--- config.mk ---
export PLATFORM = sky130hd
export DESIGN_NAME = uart_host_bus_and_tx_dma_port
export DESIGN_NICKNAME = d
export VERILOG_FILES = /design/src/verilog/host_reg_file.v /design/src/verilog/uart_host_bus_and_tx_dma_port.v
export VERILOG_INCLUDE_DIRS = /design/src /design/src/verilog
export SDC_FILE = /design/constraint.sdc
export NUM_CORES = 1
export LEC_CHECK = 0
export BUFFER_PORTS_ARGS = -buffer_cell sky130_fd_sc_hd__buf_2
export CAP_MARGIN = 10
export CORE_MARGIN = 10
export CORE_UTILIZATION = 35
export DETAILED_ROUTE_END_ITERATION = 7
export GPL_ROUTABILITY_DRIVEN = 0
export PLACE_DENSITY = 0.5
export SLEW_MARGIN = 10
export SYNTH_ARGS = -nofsm -noshare
export SYNTH_HDL_FRONTEND = slang
export SYNTH_SLANG_ARGS = --single-unit
--- constraint.sdc ---
create_clock -name i_clock -period 5.2 [get_ports i_clock]
set_input_delay 0.52 -clock i_clock [delete_from_list [all_inputs] [get_ports i_clock]]
set_output_delay 0.52 -clock i_clock [all_outputs]
set_load 0.05 [all_outputs]
--- src/verilog/uart_host_port_regs.vh ---
// register indices, field positions and reset values of the host port
`ifndef UART_HOST_PORT_REGS_VH
`define UART_HOST_PORT_REGS_VH
`define REG_DATA        3'h0
`define REG_IRQ_ENABLE  3'h1
`define REG_FIFO_CTRL   3'h2
`define REG_LINE_CTRL   3'h3
`define REG_MODEM_CTRL  3'h4
`define REG_LINE_STATUS 3'h5
`define REG_MODEM_STAT  3'h6
`define REG_SCRATCH     3'h7
`define FCR_FIFO_ENABLE 0
`define FCR_TX_RESET    2
`define FCR_DMA_MODE    3
`define REG_RESET_VALUE 8'h00
`define TX_FIFO_DEPTH   16
// idle levels of the synchronised pins: selects off, strobes released
`define PIN_IDLE_LEVELS 18'h0D000
`define REQ_STATE_RESET 2'h0
`define REQ_RESET_LEVEL 1'h0
`endif
--- src/verilog/host_reg_file.v ---
// small register store with registered read data
`timescale 1ns/1ps
module host_reg_file #(
	parameter WIDTH = 8,
	parameter COUNT = 8
) (
	// clock and reset
	input  wire                     i_clock,
	input  wire                     i_sys_rst,
	// write side
	input  wire                     i_write,
	input  wire [2:0]               i_write_index,
	input  wire [WIDTH-1:0]         i_write_data,
	// read side
	input  wire [2:0]               i_read_index,
	output reg  [WIDTH-1:0]         o_read_data
);
	reg [WIDTH-1:0] store [0:COUNT-1];
	genvar g;
	generate
		for (g = 0; g < COUNT; g = g + 1) begin : entry
			always @(posedge i_clock or posedge i_sys_rst) begin
				if (i_sys_rst)
					store[g] <= {WIDTH{1'b0}};
				else if (i_write && i_write_index == g)
					store[g] <= i_write_data;
			end
		end
	endgenerate
	always @(posedge i_clock or posedge i_sys_rst) begin
		if (i_sys_rst)
			o_read_data <= {WIDTH{1'b0}};
		else
			o_read_data <= store[i_read_index];
	end
endmodule // host_reg_file

--- src/verilog/uart_host_bus_and_tx_dma_port.v ---
// parallel host port with transmit dma request of a serial element
`timescale 1ns/1ps
`include "uart_host_port_regs.vh"
module uart_host_bus_and_tx_dma_port #(
	parameter TX_DEPTH = `TX_FIFO_DEPTH
) (
	// clock and reset
	input  wire       i_clock,
	input  wire       i_sys_rst,
	// chip selects
	input  wire       i_chip_select_high_a,
	input  wire       i_chip_select_high_b,
	input  wire       i_chip_select_low_n,
	// strobes
	input  wire       i_write_strobe_low_n,
	input  wire       i_write_strobe_high,
	input  wire       i_read_strobe_low_n,
	input  wire       i_read_strobe_high,
	// address and data bus
	input  wire [2:0] i_register_select_lines,
	input  wire [7:0] i_data,
	output wire [7:0] o_data,
	output wire       o_data_oe_n,
	// transmit side from serial engine
	input  wire       i_tx_char_taken,
	// transmit dma request
	output reg        o_tx_dma_request_n
);
	localparam CW = 5;
	localparam PW = 18;
	localparam [PW-1:0] PIN_IDLE = `PIN_IDLE_LEVELS;

	// every pin, the data bus included, passes the same two stages, so
	// select lines, data and strobes stay aligned cycle for cycle
	wire [PW-1:0] pin_raw = {
		i_chip_select_high_a,
		i_chip_select_high_b,
		i_chip_select_low_n,
		i_write_strobe_low_n,
		i_write_strobe_high,
		i_read_strobe_low_n,
		i_read_strobe_high,
		i_register_select_lines,
		i_data
	};
	wire [PW-1:0] pin_safe;

	// each stage resets to the idle level of its pin, so no false strobe
	// or select shows when reset lifts
	genvar b;
	generate
		for (b = 0; b < PW; b = b + 1) begin : pin_sync
			reg stage1;
			reg stage2;
			always @(posedge i_clock or posedge i_sys_rst) begin
				if (i_sys_rst) begin
					stage1 <= PIN_IDLE[b];
					stage2 <= PIN_IDLE[b];
				end else begin
					stage1 <= pin_raw[b];
					stage2 <= stage1;
				end
			end
			assign pin_safe[b] = stage2;
		end
	endgenerate

	wire       cs_a    = pin_safe[17];
	wire       cs_b    = pin_safe[16];
	wire       cs_n    = pin_safe[15];
	wire       wr_n    = pin_safe[14];
	wire       wr      = pin_safe[13];
	wire       rd_n    = pin_safe[12];
	wire       rd      = pin_safe[11];
	wire [2:0] reg_sel = pin_safe[10:8];
	wire [7:0] wdata   = pin_safe[7:0];

	// all three selects must agree; one inactive select masks every strobe
	wire selected  = cs_a & cs_b & ~cs_n;
	// the unused strobe sits inactive, so an or of both suffices
	wire write_act = selected & (~wr_n | wr);
	wire read_act  = selected & (~rd_n | rd);
	// strobe end detector, reset to idle so releasing reset makes no edge
	reg  write_prev;
	always @(posedge i_clock or posedge i_sys_rst) begin
		if (i_sys_rst)
			write_prev <= 1'b0;
		else
			write_prev <= write_act;
	end
	// store on strobe release, when select lines and data have settled
	wire write_pulse = write_prev & ~write_act;
	// index and data keep the last values seen while the strobe was active
	reg  [2:0] wr_index;
	reg  [7:0] wr_value;
	always @(posedge i_clock or posedge i_sys_rst) begin
		if (i_sys_rst) begin
			wr_index <= 3'h0;
			wr_value <= 8'h00;
		end else if (write_act) begin
			wr_index <= reg_sel;
			wr_value <= wdata;
		end
	end

	// read data leave a flop: o_data follows the select lines one cycle
	// after the synchroniser, three edges after the pins
	host_reg_file #(
		.WIDTH (8),
		.COUNT (8)
	) i_host_reg_file (
		.i_clock       (i_clock),
		.i_sys_rst     (i_sys_rst),
		.i_write       (write_pulse),
		.i_write_index (wr_index),
		.i_write_data  (wr_value),
		.i_read_index  (reg_sel),
		.o_read_data   (o_data)
	);
	assign o_data_oe_n = ~read_act;

	// fifo control copy steers the dma request; changing the fifo enable
	// empties the store, as does the flush bit
	reg fifo_on;
	reg dma_mode;
	wire fcr_write = write_pulse & (wr_index == `REG_FIFO_CTRL);
	always @(posedge i_clock or posedge i_sys_rst) begin
		if (i_sys_rst) begin
			fifo_on  <= 1'b0;
			dma_mode <= 1'b0;
		end else if (fcr_write) begin
			fifo_on  <= wr_value[`FCR_FIFO_ENABLE];
			dma_mode <= wr_value[`FCR_DMA_MODE];
		end
	end
	wire mode1 = fifo_on & dma_mode;

	// transmit fill level, one byte per data write, drained by engine
	// the parameter is a 32 bit integer and only its low bits reach the
	// count, so TX_DEPTH must stay below 32
	wire [31:0]   depth_word = TX_DEPTH;
	wire [CW-1:0] depth = fifo_on ? depth_word[CW-1:0] : 5'h01;
	reg  [CW-1:0] fill;
	// a data write beyond the level is dropped instead of wrapping the count
	wire push = write_pulse & (wr_index == `REG_DATA) & (fill < depth);
	// the serial engine takes at most one byte per cycle
	wire pop  = i_tx_char_taken & (fill != 5'h00);
	wire flush = fcr_write & (wr_value[`FCR_TX_RESET] |
		(wr_value[`FCR_FIFO_ENABLE] != fifo_on));
	always @(posedge i_clock or posedge i_sys_rst) begin
		if (i_sys_rst)
			fill <= 5'h00;
		else if (flush)
			fill <= 5'h00;
		else if (push & ~pop)
			fill <= fill + 5'h01;
		else if (pop & ~push)
			fill <= fill - 5'h01;
	end

	// request state: mode 0 asks for one byte and waits for it to drain,
	// mode 1 keeps asking until the store is full; leaving mode 1 with
	// bytes still held lands in the hold state until they drain
	localparam ST_ASK  = 2'h0;
	localparam ST_HOLD = 2'h1;
	localparam ST_FILL = 2'h2;
	localparam ST_FULL = 2'h3;

	reg  [1:0] state;
	reg  [1:0] next_state;
	reg        next_req_n;
	wire       has_byte = (fill != 5'h00);
	wire       at_full  = (fill >= depth);
	always @* begin
		next_state = state;
		if (mode1) begin
			if (at_full)
				next_state = ST_FULL;
			else
				next_state = ST_FILL;
		end else begin
			case (state)
				ST_HOLD, ST_FULL: begin
					if (has_byte)
						next_state = ST_HOLD;
					else
						next_state = ST_ASK;
				end
				ST_ASK, ST_FILL: begin
					if (push | has_byte)
						next_state = ST_HOLD;
					else
						next_state = ST_ASK;
				end
				// two bits cover every code; this is only a safe landing
				default:
					next_state = ST_ASK;
			endcase
		end
		next_req_n = (next_state == ST_HOLD) | (next_state == ST_FULL);
	end

	always @(posedge i_clock or posedge i_sys_rst) begin
		if (i_sys_rst) begin
			state              <= `REQ_STATE_RESET;
			o_tx_dma_request_n <= `REQ_RESET_LEVEL;
		end else begin
			state              <= next_state;
			o_tx_dma_request_n <= next_req_n;
		end
	end
endmodule // uart_host_bus_and_tx_dma_port

==> summary.md <==
| Metric | Value |
|---|---|
| Commonest non-fill, non-tap cells in the layout | `dfrtp_1 (120), mux2_2 (82), buf_2 (30)` |
| Routed length per instance | `between 15 and 20 microns` |
| Highest achievable clock rate | `297 MHz` |
| Worst-margin pin slew | `995 ps` |
| Total GRT Usage | `0.107` |
| Crit. End Element | `flop` |
| PortBufs | `30` |
| Final setup vio count | `0` |
| Sum of negative setup slack | `0 ps` |
| Final WL | `9.54 mm` |
| Post-CTS Setup Repair Bufs | `0` |
| Pwr dens | `roughly 530 nW/um^2` |
| I/O pin total | `31` |
| YS warnings | `0` |
| Net Sw Frac | `0.275` |
| Comb power frac | `0.188` |
| Number of diodes | `0` |
| CTS root buf | `clkbuf_16` |
| Relative slew slack | `0.337` |
| Number of clock sinks | `between 100 and 150` |
| Yosys cell types | `36` |
| Hold_ws | `about 200 ps` |
| Syn Nets | `approximately 330` |
| Final Util | `0.430` |
| Final instance area | `5970 sq um` |
| Pwr Total | `roughly 0.0032 W` |
| Skew-Pair Late Insertion Delay | `about 400 ps` |
| DP Wirelength | `between 5 and 6 mm` |
| Max-cap violations | `0` |
| Max Root-Sink Buffers | `2` |
| Clock power share | `0.379` |
| GR Overflow Total | `0` |
| Max VDD drop | `about 0.24 mV` |
| Area after DPL | `~5400 sq um` |
| Fill count | `around 1.3k` |
| CP Max Fanout | `8` |
| CP Class | `flop to flop` |
| Synthesized flop and latch total | `126` |
| Cts bufs inserted | `17` |
| Initial Util | `0.358` |
| Die height | `between 100 and 150 microns` |
| Final net count | `roughly 380` |
| Period utilization | `0.648` |
| Sw Pwr | `between 0.0008 and 0.0009 W` |
| Share of the yosys chip area belonging to registers | `0.636` |
| Core Region | `around 14000 sq um` |
| Die W | `~140 microns` |
| DR iter-0 viols | `153` |
| CTS resizes | `0` |
| Slew Viols, Final | `0` |
| Hold_buf cts | `0` |
| Syn Area/Cell | `about 16 sq um` |
| Arr. time, crit path | `between 3000 and 4000 ps` |
| # rows | `43` |
| Clock-pin slew on the worst setup and hold paths | `roughly 60 ps` |
| Crit path required time | `around 5500 ps` |
| DR vias/cell | `between 4 and 5` |
| Multi-input logic area | `roughly 1700 sq um` |
| CTS tree | `done` |
| Part of the power in registers | `0.433` |
| Area delta synth->final | `20.0%` |
| Commonest non-fill, non-tap cell in the layout | `dfrtp_1` |
| Internal | `~0.0023 W` |
| Die area | `just under 20000 sq um` |
| RSZ-0062 raised after global routing | `false` |
| Register area | `roughly 3200 sq um` |
| Router iterations before antenna repair | `4` |
| Leak pwr | `between 2 and 3 nW` |
| Mapped Cells | `approximately 300` |
| Status | `finished, final reports clean` |
| Via count of the first global-routing pass | `2939` |
| Setup crit start kind | `flop` |
| Syn Std Cell Area | `between 4000 and 5000 sq um` |
| H-tree level count | `4` |
| Minimum clock period | `3370 ps` |
| Via Count | `2606` |
| Clock skew | `approximately 9.6 ps` |
| DRC viols | `0` |
| Worst Hold Class | `primary input to flop` |
| Fin. Hold Viols | `0` |
| Initial antenna violation count | `0` |
| Largest net degree at the start of global routing | `57` |
| First-pass GRT wire length | `around 16 mm` |
| Final ANT Viol Nets | `0` |
| Share of layout cells above drive strength 1 | `0.492` |
layer usage:
metal	track usage	vias up	share of wire	wire length [microns]
li1	-	1212	-	-
met1	0.137	1337	0.47	4520
met2	0.157	43	0.47	4470
met3	0.0373	14	0.040	379
met4	0.0500	0	0.018	170
met5	0	-	0	0
worst max-delay path, stage by stage (launching register included):
cell and delay, ps:
dfrtp_1 440, or3_1 420, o31a_1 310, nor3_1 420, inv_1 260, fa_1 460
a21o_1 200, a21oi_1 220, o211ai_1 150, and3_1 210, o21a_1 170
state kept, by name, summed over array words and instances, names as in the netlist:
signal                       cells
i_host_reg_file.store           64
pin_sync.stage1                 18
pin_sync.stage2                 15
i_host_reg_file.o_read_data      8
wr_value                         8
fill                             5
wr_index                         3
cs_a                             1
cs_b                             1
cs_n                             1
state                            1
write_prev                       1
path summary, 6_finish.rpt:
kind | startpoint | to | slack [ps] | cells past startpoint
max in group asynchronous | i_sys_rst | i_host_reg_file.store[27]$_DFFE_PP0P_ | 3960 | 3
setup / recovery | fill[1]$_DFFE_PP0P_ | fill[4]$_DFFE_PP0P_ | 1830 | 10
min in group asynchronous | i_sys_rst | pin_sync[11].stage1$_DFF_PP0_ | 210 | 2
setup reg to reg | fill[1]$_DFFE_PP0P_ | fill[4]$_DFFE_PP0P_ | 1830 | 10
hold / removal | i_read_strobe_low_n | pin_sync[12].stage1$_DFF_PP1_ | 200 | 1
hold reg to reg | pin_sync[11].stage1$_DFF_PP0_ | pin_sync[11].stage2$_DFF_PP0_ | 350 | 0
per-stage QoR:
step	instances	worst slack, ps
final	544	1830
after CTS	544	1840
after global placement	512	2050
after global routing	544	1630
after detailed placement	512	1850
after floorplan	307	1330
layout make-up:
class	count	area share
Sequential cell	126	0.530
Tap cell	180	0.0378
Inverter	7	0.00482
Multi-Input combinational cell	161	0.291
Clock buffer	19	0.0742
Timing Repair Buffer	38	0.0352
Clock inverter	13	0.0275
cell families (layout without fill, tap and decap cells):
| logic type | Yosys count | after routing | share of synthesized area |
|---|---|---|---|
| muxes | 98 | 98 | 0.258 |
| xor gates and xnor gates | 3 | 3 | 0.00529 |
| and+or+nand+nor | 29 | 29 | 0.0357 |
| adders and majority gates | 6 | 6 | 0.0166 |
| DFF | 126 | 126 | 0.636 |
| AOI/OAI and AO/OA | 25 | 25 | 0.0330 |
| buffers and inverters | 20 | 77 | 0.0154 |
power groups by stage:
stage / sequential (W) / clock (W) / combinational, W
floorplan: 0.00141 / 0 / 0.000415
finish: 0.00137 / 0.00120 / 0.000594
global route: 0.00141 / 0.00128 / 0.000657
detailed placement: 0.00139 / 0 / 0.000602
CTS: 0.00137 / 0.00123 / 0.000603
global placement: 0.00138 / 0 / 0.000579
cell usage after synthesis (all sizes together):
master | number | area, sq um
nor2b | 1 | 6.26
and3 | 2 | 12.5
nand3b | 1 | 7.51
o211ai | 3 | 22.5
o21a | 2 | 15.0
nor2 | 2 | 7.51
mux2 | 82 | 923
o21ai | 6 | 30.0
xor2 | 2 | 17.5
nor3b | 1 | 7.51
fa | 1 | 20.0
or3 | 3 | 18.8
o31a | 1 | 8.76
a311oi | 1 | 8.76
nor3 | 4 | 25.0
ha | 5 | 62.6
o21bai | 1 | 7.51
clkbuf | 9 | 33.8
inv | 7 | 26.3
or4 | 1 | 11.3
a31oi | 1 | 6.26
xnor2 | 1 | 8.76
a21o | 3 | 22.5
a21oi | 4 | 20.0
dfrtp | 120 | 3000
mux4 | 16 | 360
nor4 | 3 | 31.3
a21boi | 3 | 22.5
nand3 | 5 | 25.0
dfstp | 6 | 158
nand2 | 5 | 18.8
or2 | 1 | 6.26
buf | 4 | 16.3
Power figures use the tool's default switching activity.
